### src/hw/spp_consts.svh
// Offsets, mask constants and widths of the shared-pin parallel port.
// Assumes a byte-addressed register port, one register per offset, offsets 4 apart.
`ifndef SPP_CONSTS_SVH
`define SPP_CONSTS_SVH

`define SPP_PORT_W     16
`define SPP_ADDR_W     6

`define SPP_OFF_DIR    6'h00
`define SPP_OFF_LATCH  6'h04
`define SPP_OFF_PIN    6'h08
`define SPP_OFF_ODC    6'h0C
`define SPP_OFF_ANSEL  6'h10
`define SPP_OFF_CNEN   6'h14
`define SPP_OFF_PU     6'h18
`define SPP_OFF_PD     6'h1C
`define SPP_OFF_CHG    6'h20

`define SPP_ALL_ONES   16'hFFFF
`define SPP_ALL_ZERO   16'h0000

`endif

### src/hw/spp_pkg.sv
// Shared types of the shared-pin parallel port.
// Assumes nothing beyond the constants header.
package spp_pkg;

  typedef enum logic [3:0] {
    SPP_SEL_DIR,
    SPP_SEL_LATCH,
    SPP_SEL_PIN,
    SPP_SEL_ODC,
    SPP_SEL_ANSEL,
    SPP_SEL_CNEN,
    SPP_SEL_PU,
    SPP_SEL_PD,
    SPP_SEL_CHG,
    SPP_SEL_NONE
  } spp_sel_t;

endpackage

### src/hw/spp_port.sv
// Shared-pin parallel I/O port: registers, pin mux and change notification.
// Assumes synchronous pad inputs and a single-cycle register port.

`timescale 1ns/1ps
`include "spp_consts.svh"

module spp_port #(
  parameter int           W          = `SPP_PORT_W,
  parameter logic [W-1:0] IMPL_MASK  = `SPP_ALL_ONES,
  parameter logic [W-1:0] ANA_MASK   = `SPP_ALL_ONES,
  parameter logic [W-1:0] OUT_MASK   = `SPP_ALL_ONES
) (
  input  wire logic                   clock,
  input  wire logic                   nrst,
  input  wire logic [`SPP_ADDR_W-1:0] addr,
  input  wire logic [W-1:0]           wdata,
  input  wire logic                   wr,
  input  wire logic                   rd,
  output logic      [W-1:0]           rdata,
  input  wire logic [W-1:0]           pad_in,
  output logic      [W-1:0]           pad_out,
  output logic      [W-1:0]           pad_oe_n,
  output logic      [W-1:0]           weak_pull_up,
  output logic      [W-1:0]           weak_pull_down,
  input  wire logic [W-1:0]           periph_enable,
  input  wire logic [W-1:0]           periph_out_en,
  input  wire logic [W-1:0]           periph_out_data,
  output logic      [W-1:0]           periph_in,
  output logic                        input_change_notice
);

  ////////////////////////////////////////////////////////////////////////////
  // State

  typedef struct packed {
    logic [W-1:0] pin_direction;
    logic [W-1:0] output_latch;
    logic [W-1:0] open_drain_select;
    logic [W-1:0] analog_select;
    logic [W-1:0] change_irq_enable;
    logic [W-1:0] weak_pull_up_enable;
    logic [W-1:0] weak_pull_down_enable;
    logic [W-1:0] pin_sample;
    logic [W-1:0] pad_out;
    logic [W-1:0] pad_oe_n;
    logic [W-1:0] pull_up;
    logic [W-1:0] pull_down;
    logic [W-1:0] periph_in;
    logic [W-1:0] rdata;
  } spp_state_t;

  spp_state_t       st_ff;
  spp_state_t       nxt_st;
  spp_pkg::spp_sel_t sel;
  logic [W-1:0]     mux_out;
  logic [W-1:0]     mux_oe_n;
  logic [W-1:0]     mux_periph_in;
  logic [W-1:0]     ansel_eff;
  logic [W-1:0]     pin_digital;
  logic [W-1:0]     chg_pending;
  logic [W-1:0]     chg_clear;

  ////////////////////////////////////////////////////////////////////////////
  // Address decode

  always_comb begin
    case (addr)
      `SPP_OFF_DIR:   sel = spp_pkg::SPP_SEL_DIR;
      `SPP_OFF_LATCH: sel = spp_pkg::SPP_SEL_LATCH;
      `SPP_OFF_PIN:   sel = spp_pkg::SPP_SEL_PIN;
      `SPP_OFF_ODC:   sel = spp_pkg::SPP_SEL_ODC;
      `SPP_OFF_ANSEL: sel = spp_pkg::SPP_SEL_ANSEL;
      `SPP_OFF_CNEN:  sel = spp_pkg::SPP_SEL_CNEN;
      `SPP_OFF_PU:    sel = spp_pkg::SPP_SEL_PU;
      `SPP_OFF_PD:    sel = spp_pkg::SPP_SEL_PD;
      `SPP_OFF_CHG:   sel = spp_pkg::SPP_SEL_CHG;
      default:        sel = spp_pkg::SPP_SEL_NONE;
    endcase
  end

  // Analog select only exists on analog-capable pins
  assign ansel_eff   = st_ff.analog_select & ANA_MASK;
  // Analog pins read as low everywhere digital logic looks
  assign pin_digital = st_ff.pin_sample & ~ansel_eff & IMPL_MASK;
  // Write-one-to-clear; a change in the same cycle still sets the flag
  assign chg_clear   = (wr && sel == spp_pkg::SPP_SEL_CHG) ? wdata : '0;

  ////////////////////////////////////////////////////////////////////////////
  // Pin multiplexer and change detector

  spp_pin_mux #(
    .W        (W),
    .OUT_MASK (OUT_MASK)
  ) u_mux (
    .dir             (st_ff.pin_direction),
    .latch           (st_ff.output_latch),
    .odc             (st_ff.open_drain_select),
    .ansel_eff       (ansel_eff),
    .periph_enable   (periph_enable),
    .periph_out_en   (periph_out_en),
    .periph_out_data (periph_out_data),
    .pad_in          (pad_in),
    .pad_out         (mux_out),
    .pad_oe_n        (mux_oe_n),
    .periph_in       (mux_periph_in)
  );

  spp_change_det #(
    .W (W)
  ) u_chg (
    .clock     (clock),
    .nrst      (nrst),
    .pin_level (pin_digital),
    .enable    (st_ff.change_irq_enable & IMPL_MASK),
    .clear     (chg_clear),
    .pending   (chg_pending),
    .irq       (input_change_notice)
  );

  ////////////////////////////////////////////////////////////////////////////
  // Next state

  always_comb begin
    nxt_st = st_ff;
    // Pins are read through one sample stage, hence the one-cycle read lag
    nxt_st.pin_sample = pad_in & IMPL_MASK;
    nxt_st.pad_out    = mux_out & IMPL_MASK;
    nxt_st.pad_oe_n   = mux_oe_n | ~IMPL_MASK;
    nxt_st.pull_up    = st_ff.weak_pull_up_enable;
    nxt_st.pull_down  = st_ff.weak_pull_down_enable;
    nxt_st.periph_in  = mux_periph_in & IMPL_MASK;
    nxt_st.rdata      = '0;

    if (wr) begin
      case (sel)
        spp_pkg::SPP_SEL_DIR:   nxt_st.pin_direction         = wdata & IMPL_MASK;
        spp_pkg::SPP_SEL_LATCH: nxt_st.output_latch          = wdata & IMPL_MASK;
        spp_pkg::SPP_SEL_PIN:   nxt_st.output_latch          = wdata & IMPL_MASK;
        spp_pkg::SPP_SEL_ODC:   nxt_st.open_drain_select     = wdata & IMPL_MASK;
        spp_pkg::SPP_SEL_ANSEL: nxt_st.analog_select         = wdata & IMPL_MASK & ANA_MASK;
        spp_pkg::SPP_SEL_CNEN:  nxt_st.change_irq_enable     = wdata & IMPL_MASK;
        spp_pkg::SPP_SEL_PU:    nxt_st.weak_pull_up_enable   = wdata & IMPL_MASK;
        spp_pkg::SPP_SEL_PD:    nxt_st.weak_pull_down_enable = wdata & IMPL_MASK;
        default: ;
      endcase
    end

    if (rd) begin
      case (sel)
        spp_pkg::SPP_SEL_DIR:   nxt_st.rdata = st_ff.pin_direction;
        spp_pkg::SPP_SEL_LATCH: nxt_st.rdata = st_ff.output_latch;
        spp_pkg::SPP_SEL_PIN:   nxt_st.rdata = pin_digital;
        spp_pkg::SPP_SEL_ODC:   nxt_st.rdata = st_ff.open_drain_select;
        spp_pkg::SPP_SEL_ANSEL: nxt_st.rdata = st_ff.analog_select;
        spp_pkg::SPP_SEL_CNEN:  nxt_st.rdata = st_ff.change_irq_enable;
        spp_pkg::SPP_SEL_PU:    nxt_st.rdata = st_ff.weak_pull_up_enable;
        spp_pkg::SPP_SEL_PD:    nxt_st.rdata = st_ff.weak_pull_down_enable;
        spp_pkg::SPP_SEL_CHG:   nxt_st.rdata = chg_pending;
        default:                nxt_st.rdata = '0;
      endcase
    end
  end

  ////////////////////////////////////////////////////////////////////////////
  // Registers

  always_ff @(posedge clock or negedge nrst) begin
    if (!nrst) begin
      st_ff                       <= '0;
      st_ff.pin_direction         <= IMPL_MASK;
      st_ff.analog_select         <= IMPL_MASK & ANA_MASK;
      st_ff.pad_oe_n              <= '1;
    end else begin
      st_ff <= nxt_st;
    end
  end

  assign rdata          = st_ff.rdata;
  assign pad_out        = st_ff.pad_out;
  assign pad_oe_n       = st_ff.pad_oe_n;
  assign weak_pull_up   = st_ff.pull_up;
  assign weak_pull_down = st_ff.pull_down;
  assign periph_in      = st_ff.periph_in;

  logic [W-1:0] own_now;
  logic [W-1:0] port_drv_now;
  assign own_now      = periph_enable & periph_out_en & OUT_MASK & IMPL_MASK;
  assign port_drv_now = ~mux_oe_n & ~own_now & IMPL_MASK;
endmodule // spp_port

### src/hw/spp_pin_mux.sv
// Per-pin output multiplexer between port and peripheral, plus input gating.
// Assumes all inputs are registered values of the same clock domain.
`timescale 1ns/1ps
module spp_pin_mux #(
  parameter int             W         = 16,
  parameter logic [W-1:0]   OUT_MASK  = '1
) (
  input  wire logic [W-1:0] dir,
  input  wire logic [W-1:0] latch,
  input  wire logic [W-1:0] odc,
  input  wire logic [W-1:0] ansel_eff,
  input  wire logic [W-1:0] periph_enable,
  input  wire logic [W-1:0] periph_out_en,
  input  wire logic [W-1:0] periph_out_data,
  input  wire logic [W-1:0] pad_in,
  output logic      [W-1:0] pad_out,
  output logic      [W-1:0] pad_oe_n,
  output logic      [W-1:0] periph_in
);
  for (genvar i = 0; i < W; i++) begin : g_pin
    logic own;
    logic src_data;
    logic src_oe;
    logic drive;
    // Input-only sharing never takes the driver away from the port
    assign own       = periph_enable[i] & periph_out_en[i] & OUT_MASK[i];
    assign src_data  = own ? periph_out_data[i] : latch[i];
    assign src_oe    = own | ~dir[i];
    // Open drain: only the low level is ever driven
    assign drive     = src_oe & (~odc[i] | ~src_data);
    assign pad_out[i]  = src_data & ~odc[i];
    assign pad_oe_n[i] = ~drive;
    // Peripheral never hears the port's own drive
    assign periph_in[i] = pad_in[i] & ~ansel_eff[i] & ~(drive & ~own);
  end
endmodule // spp_pin_mux

### src/hw/spp_change_det.sv
// Change-of-state detector with sticky pending flags and one request line.
// Assumes pin levels arrive registered; clear is a one-cycle write.
`timescale 1ns/1ps
module spp_change_det #(
  parameter int W = 16
) (
  input  wire logic         clock,
  input  wire logic         nrst,
  input  wire logic [W-1:0] pin_level,
  input  wire logic [W-1:0] enable,
  input  wire logic [W-1:0] clear,
  output logic      [W-1:0] pending,
  output logic              irq
);
  typedef struct packed {
    logic [W-1:0] prev;
    logic [W-1:0] pending;
    logic         irq;
  } spp_cn_state_t;

  spp_cn_state_t st_ff;
  spp_cn_state_t nxt_st;
  logic [W-1:0]  change_of_state;

  always_comb begin
    // Previous level is held while the clock is stopped, so a change in
    // sleep still shows as a difference on the first edge after wake.
    change_of_state = (pin_level ^ st_ff.prev) & enable;
    nxt_st          = st_ff;
    nxt_st.prev     = pin_level;
    nxt_st.pending  = (st_ff.pending & ~clear) | change_of_state;
    nxt_st.irq      = |nxt_st.pending;
  end

  always_ff @(posedge clock or negedge nrst) begin
    if (!nrst) begin
      st_ff <= '0;
    end else begin
      st_ff <= nxt_st;
    end
  end

  assign pending = st_ff.pending;
  assign irq     = st_ff.irq;
endmodule // spp_change_det

### config.mk
export PLATFORM = sky130hd
export DESIGN_NAME = spp_port
export DESIGN_NICKNAME = d
export VERILOG_FILES = /design/src/hw/spp_pkg.sv /design/src/hw/spp_port.sv /design/src/hw/spp_pin_mux.sv /design/src/hw/spp_change_det.sv
export VERILOG_INCLUDE_DIRS = /design/src /design/src/hw
export SDC_FILE = /design/constraint.sdc
export NUM_CORES = 1
export LEC_CHECK = 0
export ABC_AREA = 0
export BUFFER_PORTS_ARGS = -buffer_cell sky130_fd_sc_hd__buf_2
export CAP_MARGIN = 25
export CORE_MARGIN = 2
export CORE_UTILIZATION = 40
export CTS_CLUSTER_DIAMETER = 100
export DETAILED_ROUTE_END_ITERATION = 8
export PLACE_DENSITY = 0.57
export SETUP_SLACK_MARGIN = 0.15
export SLEW_MARGIN = 10
export SYNTH_ARGS = -nofsm -noshare
export SYNTH_HDL_FRONTEND = slang
export SYNTH_HIERARCHICAL = 1
export SYNTH_SLANG_ARGS = --single-unit
### constraint.sdc
create_clock -name clock -period 3.55 [get_ports clock]
set_clock_uncertainty 0.1 [all_clocks]
set_input_delay 0.355 -clock clock [delete_from_list [all_inputs] [get_ports clock]]
set_output_delay 0.355 -clock clock [all_outputs]
set_load 0.01 [all_outputs]
==> flow_summary_export.csv, run 1 <==
group,metric,value,unit
worst_setup_path,path_cells,"buf_2, or4_1, nor3b_4, buf_4, and3_1, a2bb2oi_1, nand4_1, or4_1",
worst_hold_path,hold_class,"in -> reg",
floorplan,start_util,0.408,
layout,fin_area,0.0138,mm^2
route,routed_via_density,5.20,
route,routedWlPerCell,19.6,um
layout,final_util,0.479,
route,drtAntennaViolNets,0,
grt,antenna_found_initial,1,
power_and_ir_drop,ir_worst_vdd,0.416,mV
logic_synthesis,synth_enable_flop_cells,0,
route,num_vias,7669,
worst_setup_path,path_buf_inv,2,
layout,regArea,0.00649,mm^2
sta,hold_ws,0.0186,ns
floorplan,die_y,175,um
route,drc,0,
route,drtPass1Iterations,4,
clock_network,tritoncts,"yes",
worst_setup_path,path_max_fanout,14,
worst_setup_path,arrival,2.65,ns
logic_synthesis,netlist-cell-type-count,53,
placed_design,port_buffers,186,
worst_setup_path,endpoint,"u_chg/irq",
worst_setup_path,rrSetupSlack,1.63,ns
logic_synthesis,ys_ff_latch,257,
floorplan,fp.dieW,175,um
floorplan,core-area,0.0288,mm^2
worst_setup_path,crit_path_frequent_cell,"or4_1",
logic_synthesis,avgSynthCellArea,12.7,um^2
floorplan,io_pins,187,
sta,fin_crit_sh,0.659,
layout,layout.nets,1159,
sta,fmax,0.428,GHz
layout,nFillCells,2620,
logic_synthesis,yosysTopAreaCell,"dfrtp_1",
logic_synthesis,synth.top_cell.area_share,0.445,
flow_run,drv_cap,0,
sta,worstMarginPinSlew,0.737,ns
clock_network,cts_resized,0,
sta,final_hold_viol_count,0,
layout,drive_gt1_frac,0.426,
worst_setup_path,reg2reg_to,"u_chg/irq",
placed_design,place_hpwl,19200,um
sta,drv_slew,0,
logic_synthesis,yosysWarnings,6,
logic_synthesis,synth_ff_type,"dfrtp_1",
sta,rsz0062_at_grt,"no",
logic_synthesis,ys_top_cells_by_area,"dfrtp_1 (45%), mux2_2 (11%), dfstp_2 (11%), buf_4 (7.2%), a21oi_1 (2.3%)",
route,finalWirelength,28900,um
grt,grt_start_max_net_pins,98,
grt,grtUsageTotal,0.189,
clock_network,clk_pin_slew,0.06,ns
logic_synthesis,synthesis.nets,1018,
power_and_ir_drop,power_density,553,mW/mm^2
layout,mostFrequentLayoutCells,"dfrtp_1 (209), buf_2 (185), mux2_2 (114), a21oi_1 (54), dfstp_2 (48)",
floorplan,row_count,62,
logic_synthesis,syn_area,0.0117,mm^2
clock_network,clockBufferDepth,3,
clock_network,clock-sinks,257,
logic_synthesis,syn_inst,928,
worst_setup_path,path_delay_family,"simple AND/OR/NAND/NOR gates",
grt,grt-ovfl-total,0,
worst_setup_path,endpoint_kind,"flip-flop",
worst_setup_path,reg2reg_depth,5,
clock_network,post-cts-setup-buffers,0,
clock_network,cts_max_level,1,
layout,area_growth,17.4,%
sta,period_minus_slack,2.34,ns
sta,slew_headroom,0.508,
layout,multiInputGateArea,0.00416,mm^2
grt,grt_pass1_vias,7964,
floorplan,die_area,0.0307,mm^2
sta,setup_tns,0,ns
placed_design,gp_congestion,0.825,
worst_setup_path,crit_start,"addr[1]",
worst_setup_path,critPathSlowestCell,"or4_1",
route,drtIter0Drc,387,
clock_network,clk_latency,0.54,ns
placed_design,place_area,0.0124,mm^2
clock_network,cts_root_buf,"clkbuf_16",
worst_setup_path,max_stage_delay,0.61,ns
worst_setup_path,crit-reg2reg-launch,"ansel_eff[12]",
clock_network,cts_inserted_buffers,28,
worst_setup_path,crit_path_start_kind,"input pin",
worst_setup_path,required,3.86,ns
logic_synthesis,async_reset_ff_frac,1.00,
power_and_ir_drop,leakagePower,6.54,nW
worst_setup_path,cp_num_cells,8,
layout,mostFrequentLayoutCell,"dfrtp_1",
worst_setup_path,crit_type,"in -> reg",
run_status,outcome,"completed",
sta,finalSetupViolCount,0,
logic_synthesis,synth_seq_area_share,0.553,
grt,grt_first_pass_wirelength,45600,um
metrics by stage:
| step | total power [mW] | instances | setup WS [ns] |
|---|---|---|---|
| 3_5_place_dp | 4.68 | 1378 | 0.681 |
| 4_1_cts | 7.71 | 1475 | 1.25 |
| 5_1_grt | 7.98 | 1475 | 1.16 |
| 2_1_floorplan | 4.39 | 928 | 0.878 |
| 6_report | 7.62 | 1476 | 1.21 |
| 3_3_place_gp | 4.67 | 1378 | 0.744 |
registers in the layout, indices dropped and copies added, names as in the netlist, 16 cells and up:
register	count
weak_pull_down	16
pad_out	16
u_chg/st_ff	16
pad_oe_n	16
weak_pull_up	16
nxt_st	32
rdata	16
u_chg/pending	16
st_ff	80
ansel_eff	16
periph_in	16
tightest hold or removal path: stages:
cell and delay (ns):
buf_2 0.12, nand2_1 0.08, a21oi_1 0.06
layout make-up:
type | count | area share
clock buffer | 44 | 0.0596
clock inverter | 8 | 0.00835
timing repair buffer | 252 | 0.115
sequential | 257 | 0.471
inverter | 34 | 0.00926
antenna | 1 | 0.000182
multi-input combinational | 496 | 0.302
tap | 384 | 0.0349
power by group:
| part | total (mW) | switching [mW] | internal (mW) | leakage, nW |
|---|---|---|---|---|
| sequential | 3.64 | 0.284 | 3.36 | 3.16 |
| clock | 2.95 | 1.15 | 1.80 | 0.461 |
| combinational | 1.03 | 0.490 | 0.537 | 2.92 |
| total | 7.62 | 1.93 | 5.69 | 6.54 |
cells in the mapped netlist (2+ instances only):
cell type  instances
a21bo_2           16
a21boi_0          18
a21o_1             2
a21oi_1           54
a221oi_1           5
a22oi_1           25
a2bb2oi_1          9
a2bb2oi_2          8
a311o_1           16
a31oi_1           13
a32oi_1            3
and2_1             3
and3_1            16
and4_1            15
buf_1              2
buf_2             11
buf_4            112
buf_6              2
clkbuf_1          14
dfrtp_1          209
dfstp_2           48
inv_1             34
mux2_2           114
mux2_4            10
mux2i_1           16
mux4_2             4
nand2_1           23
nand2_2            2
nand2b_1          17
nand3_1           26
nand4_1            4
nor2_2             2
nor2b_1           18
nor3_1             8
o211ai_1           4
o21ai_0            9
or3b_2             3
or4_1              3
xor2_1            16
cell families (layout without fill, tap and decap cells):
group                  count (synthesis)  after routing  synth area share
flip-flops                           257            257             0.553
other                                  0              1                 0
buffers and inverters                175            338            0.0942
AND/OR/NAND/NOR                      150            150            0.0799
AO/OA/AOI/OAI                        186            186             0.118
multiplexers                         144            144             0.143
XOR/XNOR                              16             16            0.0119
worst min path at each step:
| stage | from | endpoint | slack [ns] | depth (start not counted) |
|---|---|---|---|---|
| floorplan | nrst | nxt_st[32] | -0.04 | 0 |
| global placement | nxt_st[41] | weak_pull_down[9] | 0.28 | 0 |
| detailed placement | nxt_st[41] | weak_pull_down[9] | 0.28 | 0 |
| CTS | periph_out_en[15] | periph_in[15] | 0.0002 | 3 |
| global route | periph_enable[1] | pad_out[1] | 0.01 | 3 |
| finish | periph_out_en[3] | periph_in[3] | 0.02 | 3 |
timing repair:
item | in CTS | in global routing
endpoints found under the hold margin | 122 | 0
endpoints found under the setup margin | 0 | 0
hold buffers | 45 | 0
per-layer routing:
metal  global-route usage  routed length, um  up-vias
li1                     -                  -     3534
met1                0.265              13300     3915
met2                0.310              13800      182
met3               0.0312               1300       38
met4               0.0403                483        0
met5                    0                  0        -
(Power assumes the default switching activity.)
==> run 2, diff against run 1 <==
Settings changed: ABC_AREA 0 to 1, PLACE_DENSITY 0.57 to 0.56.
Clock period 3.55 ns to 2.25 ns, I/O delays scaled along.
==> run 2 against run 1 <==
- critical path depth is the same
- non-clock buffer count grew 70
- power grew 62%
- area after synthesis grew 5.0%
- hold slack lost 0.00056 ns
- worst setup slack lost 0.93 ns
- cell count grew 42%
- cell area grew 10%
- combinational power grew 59%
- critical endpoint is now pad_oe_n[5]
- largest power group unchanged
==> flow_summary_export.csv, run 2 <==
group,metric,value,unit
run_status,outcome,"completed",
worst_setup_path,arrival,2.33,ns
floorplan,io_pins,187,
logic_synthesis,synth_top_family_by_area,"simple AND/OR/NAND/NOR gates",
sta,finalSetupViolCount,0,
sta,final_hold_viol_count,0,
route,drtPass1Iterations,8,
clock_network,cts_max_level,1,
logic_synthesis,yosysTopAreaCell,"dfrtp_1",
logic_synthesis,avgSynthCellArea,8.41,um^2
logic_synthesis,syn_area,0.0123,mm^2
power_and_ir_drop,leakagePower,7.64,nW
logic_synthesis,yosys.area_share.simple,0.267,
layout,multiInputGateArea,0.00386,mm^2
clock_network,clockBufferDepth,3,
logic_synthesis,synth_enable_flop_cells,0,
placed_design,gp_congestion,0.772,
grt,antenna_found_initial,3,
power_and_ir_drop,power_density,816,mW/mm^2
placed_design,place_hpwl,20500,um
route,finalWirelength,31300,um
route,num_vias,9427,
layout,regMostFlops,"st_ff",
floorplan,fp.dieW,180,um
layout,drive_gt1_frac,0.256,
logic_synthesis,async_reset_ff_frac,1.00,
worst_setup_path,required,2.61,ns
worst_setup_path,crit_start,"periph_out_en[5]",
logic_synthesis,synthesis.nets,1557,
layout,largest_reg_flops,80,
sta,setup_tns,0,ns
placed_design,dp_cells,1927,
floorplan,die_y,180,um
logic_synthesis,synth_ff_type,"dfrtp_1",
sta,fin_crit_sh,0.876,
clock_network,clk_pin_slew,0.06,ns
logic_synthesis,netlist-cell-type-count,27,
logic_synthesis,syn_inst,1467,
sta,rsz0062_at_grt,"no",
clock_network,tritoncts,"yes",
grt,grt_pass1_vias,9480,
worst_setup_path,path_max_fanout,3,
clock_network,cts_root_buf,"clkbuf_16",
layout,mostFrequentLayoutCells,"nand2_1 (264), nor2_1 (220), inv_1 (219), dfrtp_1 (209), buf_2 (185)",
floorplan,row_count,64,
route,routedWlPerCell,15.0,um
sta,fmax,0.507,GHz
layout,nFillCells,2897,
route,routed_via_density,4.51,
worst_hold_path,hp-start,"wdata[3]",
logic_synthesis,synth_xor_area_frac,0,
clock_network,clock-sinks,257,
floorplan,die_area,0.0323,mm^2
worst_setup_path,endpoint_kind,"flip-flop",
sta,slew_headroom,0.600,
clock_network,cts_resized,0,
power_and_ir_drop,ir_worst_vdd,0.596,mV
logic_synthesis,synth_seq_area_share,0.526,
logic_synthesis,synthAdderAreaFrac,0,
grt,grt-ovfl-total,0,
logic_synthesis,yosysWarnings,6,
route,drc,0,
worst_setup_path,crit_type,"in -> reg",
clock_network,post-cts-setup-buffers,0,
worst_setup_path,crit_path_start_kind,"input pin",
layout,layout.nets,1761,
grt,grt_start_max_net_pins,64,
layout,regArea,0.00649,mm^2
sta,worstMarginPinSlew,0.598,ns
worst_setup_path,rrSetupSlack,0.61,ns
logic_synthesis,ys_top_cells_by_count,"nand2_1 (265), nor2_1 (220), inv_1 (219)",
layout,area_growth,22.9,%
clock_network,cts_inserted_buffers,28,
sta,drv_slew,0,
layout,mostFrequentLayoutCell,"nand2_1",
grt,grt_first_pass_wirelength,51300,um
grt,grtUsageTotal,0.199,
logic_synthesis,synth.top_cell.area_share,0.424,
flow_run,drv_cap,0,
logic_synthesis,synth.area.mux_share,0,
layout,fin_cells,2091,
floorplan,start_util,0.404,
worst_hold_path,hold_class,"in -> reg",
route,drtAntennaViolNets,0,
route,drtIter0Drc,704,
floorplan,core-area,0.0305,mm^2
logic_synthesis,ys_ff_latch,257,
placed_design,port_buffers,186,
logic_synthesis,synth_most_common_cell,"nand2_1",
logic_synthesis,synth_compound_gate_area_share,0.0459,
clock_network,clk_latency,0.54,ns
logic_synthesis,ys_top_cells_by_area,"dfrtp_1 (42%), dfstp_2 (10%), nand2_1 (8.1%), buf_4 (7.1%), nor2_1 (6.7%)",
sta,period_minus_slack,1.97,ns
worst_setup_path,crit-reg2reg-launch,"ansel_eff[4]",
run 2: cell types whose count changed after synthesis, moves of 21 or more:
cell / delta
mux2_2: -114
inv_1: +185
nand2_1: +242
nand3_2: +21
nand2_2: +40
o21ai_0: +47
clkinv_1: +23
a21oi_1: -54
a22oi_1: -25
o21ai_1: +56
nand3_1: +57
nor2_1: +219
run 2: cell type report:
type                       count  share of cell area
sequential                   257               0.428
multi-input combinational    813               0.255
timing repair buffer         322               0.152
inverter                     249              0.0618
clock buffer                  30              0.0488
tap                          396              0.0327
clock inverter                22              0.0210
antenna                        2            0.000330
run 2: logic make-up after synthesis:
logic type / Yosys count
buffers and inverters: 397
AOI/OAI and AO/OA: 113
and+or+nand+nor: 700
DFF: 257
run 2: final timing paths:
check / end / cells past startpoint
min in group asynchronous: st_ff[111] / 2
min: st_ff[195] / 3
max: pad_oe_n[5] / 8
min reg2reg: weak_pull_down[0] / 0
max in group asynchronous: pad_oe_n[10] / 3
max reg2reg: u_chg/irq / 9
run 2: per-layer routing:
metal,track usage,vias to the layer above,part of all wire
met2,0.336,230,0.48
met5,0,-,0.00048
li1,-,4757,-
met4,0.0563,2,0.024
met3,0.0332,62,0.052
met1,0.266,4376,0.44
run 2: repair_timing:
item / CTS / global route
setup endpoints to repair: 0 / 0
endpoints found under the hold margin: 230 / 0
hold buffers: 110 / 0
run 2: report_power, final:
part           internal [mW]  leakage [nW]  switching (mW)
Combinational          0.727          3.99           0.908
Clock                   3.20         0.490            1.96
Sequential              5.23          3.15           0.347
Total                   9.16          7.64            3.22
run 2: critical path, stage by stage:
cell	delay, ns
dlygate4sd3_1	0.54
buf_2	0.14
nand2_2	0.05
dlygate4sd3_1	0.60
nand2_2	0.08
nand3_2	0.08
nand2_1	0.05
dlygate4sd3_1	0.56
run 2: stage by stage:
step	instance area, um^2	total power, mW	setup WS (ns)	utilization	hold WS, ns
final	15200	12.4	0.279	0.497	0.0180
after global routing	15200	13.0	0.203	0.497	0.00978
after CTS	15200	12.5	0.348	0.497	0.000494
after detailed placement	13000	7.12	0.156	0.426	0.117
after global placement	13000	7.09	0.210	0.426	0.115
after floorplan	12300	6.75	0.547	-	-0.171
==> run 3, diff against run 2 <==
Settings changed: CTS_CLUSTER_SIZE set to 24.
Clock period 2.25 ns to 2.55 ns, I/O delays scaled along.
==> run 3 against run 2 <==
- sequential share of layout area up 3.2 points
- hold slack worse by 0.00053 ns
- flip-flop and latch count unchanged
- register-to-register slack better by 0.17 ns
- sequential power down 11%
- first-iteration DRC count down 8.7%
- critical endpoint is now pad_oe_n[2]
==> flow_summary_export.csv, run 3 (synthesized netlist as in run 2, its figures left out) <==
group,metric,value,unit
power_and_ir_drop,leakagePower,7.18,nW
layout,mostFrequentLayoutCells,"nand2_1 (264), nor2_1 (220), inv_1 (219), dfrtp_1 (209), buf_2 (185)",
worst_setup_path,endpoint_kind,"flip-flop",
floorplan,die_area,0.0323,mm^2
grt,grt_pass1_vias,9066,
worst_setup_path,crit_path_start_kind,"input pin",
power_and_ir_drop,p_seq_frac,0.561,
layout,layout.nets,1705,
route,drtPass1Iterations,6,
grt,grt_start_max_net_pins,73,
route,routed_via_density,4.56,
layout,regMostFlops,"st_ff",
placed_design,place_area,0.0129,mm^2
grt,grt_first_pass_wirelength,50300,um
floorplan,fp.dieW,180,um
worst_setup_path,crit_type,"in -> reg",
layout,fin_area,0.0141,mm^2
floorplan,start_util,0.404,
floorplan,io_pins,187,
power_and_ir_drop,power_density,624,mW/mm^2
placed_design,port_buffers,186,
worst_setup_path,required,2.89,ns
route,finalWirelength,31100,um
clock_network,cts_max_level,1,
power_and_ir_drop,switchingPower,2.49,mW
worst_setup_path,path_max_fanout,2,
route,routedWlPerCell,15.4,um
clock_network,cts_root_buf,"clkbuf_16",
power_and_ir_drop,ir_worst_vdd,0.325,mV
clock_network,clock-sinks,257,
floorplan,die_y,180,um
clock_network,post-cts-setup-buffers,0,
route,num_vias,9216,
layout,area_growth,14.3,%
clock_network,clockBufferDepth,3,
power_and_ir_drop,netSwitchingFraction,0.283,
grt,grt-ovfl-total,0,
floorplan,row_count,64,
worst_setup_path,arrival,2.28,ns
layout,regArea,0.00649,mm^2
route,drtIter0Drc,643,
power_and_ir_drop,p_int,6.31,mW
floorplan,core-area,0.0305,mm^2
sta,rsz0062_at_grt,"no",
sta,fmax,0.514,GHz
layout,drive_gt1_frac,0.239,
sta,final_hold_viol_count,0,
worst_hold_path,hold_class,"in -> reg",
sta,slew_headroom,0.420,
layout,nFillCells,3011,
sta,worstMarginPinSlew,0.869,ns
layout,largest_reg_flops,80,
grt,grtUsageTotal,0.196,
sta,finalSetupViolCount,0,
sta,period_minus_slack,1.95,ns
run_status,outcome,"completed",
sta,setup_tns,0,ns
route,drtAntennaViolNets,0,
clock_network,clk_latency,0.50,ns
sta,drv_slew,0,
clock_network,cts_resized,0,
clock_network,tritoncts,"yes",
layout,mostFrequentLayoutCell,"nand2_1",
clock_network,cts_inserted_buffers,14,
layout,multiInputGateArea,0.00386,mm^2
grt,antenna_found_initial,3,
flow_run,drv_cap,0,
power_and_ir_drop,power_frac_clock,0.280,
placed_design,gp_congestion,0.825,
placed_design,place_hpwl,21000,um
route,drc,0,
clock_network,clk_pin_slew,0.10,ns
sta,fin_crit_sh,0.763,
power_and_ir_drop,p_comb_frac,0.159,
run 3: metal layers:
layer,global-route usage,routed length [um]
met1,0.278,14200
met3,0.0274,1760
met4,0.0459,568
met5,0,0
met2,0.320,14600
run 3: through the flow:
stage	power, mW	utilization	std cells	hold WS [ns]	worst slack [ns]
after floorplan	5.95	-	1467	-0.141	0.817
after global placement	6.27	0.423	1917	0.174	0.197
after detailed placement	6.30	0.423	1917	0.179	0.220
after CTS	8.91	0.462	2018	0.000634	0.623
after global routing	9.32	0.462	2019	0.0349	0.527
final	8.80	0.462	2021	0.0175	0.603
run 3: repair_timing:
action,in CTS,in global routing
hold endpoints to repair,115,0
hold buffers,78,0
setup endpoints to repair,0,0
run 3: final cells by class:
| type | instances | area share |
|---|---|---|
| sequential | 257 | 0.460 |
| multi-input combinational | 813 | 0.274 |
| timing repair buffer | 280 | 0.134 |
| inverter | 249 | 0.0665 |
| tap | 396 | 0.0351 |
| clock buffer | 22 | 0.0285 |
| clock inverter | 1 | 0.000621 |
| antenna | 3 | 0.000533 |
run 3: final timing paths:
check	start	to	slack [ns]	cells past startpoint
min in group asynchronous	nrst	pad_out[2]	0.22	2
setup reg to reg	ansel_eff[1]	u_chg/irq	0.78	9
setup / recovery	periph_enable[2]	pad_oe_n[2]	0.60	8
hold / removal	periph_out_data[2]	pad_out[2]	0.02	5
max in group asynchronous	nrst	pad_oe_n[3]	1.28	3
hold reg to reg	nxt_st[48]	weak_pull_up[0]	0.30	0
run 3: power by group through the flow:
| stage | Clock (mW) | Sequential [mW] | Combinational [mW] |
|---|---|---|---|
| global placement | 0 | 5.01 | 1.26 |
| floorplan | 0 | 4.89 | 1.07 |
| CTS | 2.55 | 4.94 | 1.42 |
| finish | 2.47 | 4.93 | 1.40 |
| global route | 2.71 | 5.00 | 1.61 |
| detailed placement | 0 | 5.01 | 1.29 |
run 3: worst max-delay path, stage by stage:
cell	delay (ns)
dlygate4sd3_1	0.53
buf_2	0.13
nand2_2	0.07
dlygate4sd3_1	0.58
nand2_2	0.06
nand3_2	0.07
nand2_1	0.04
dlygate4sd3_1	0.54
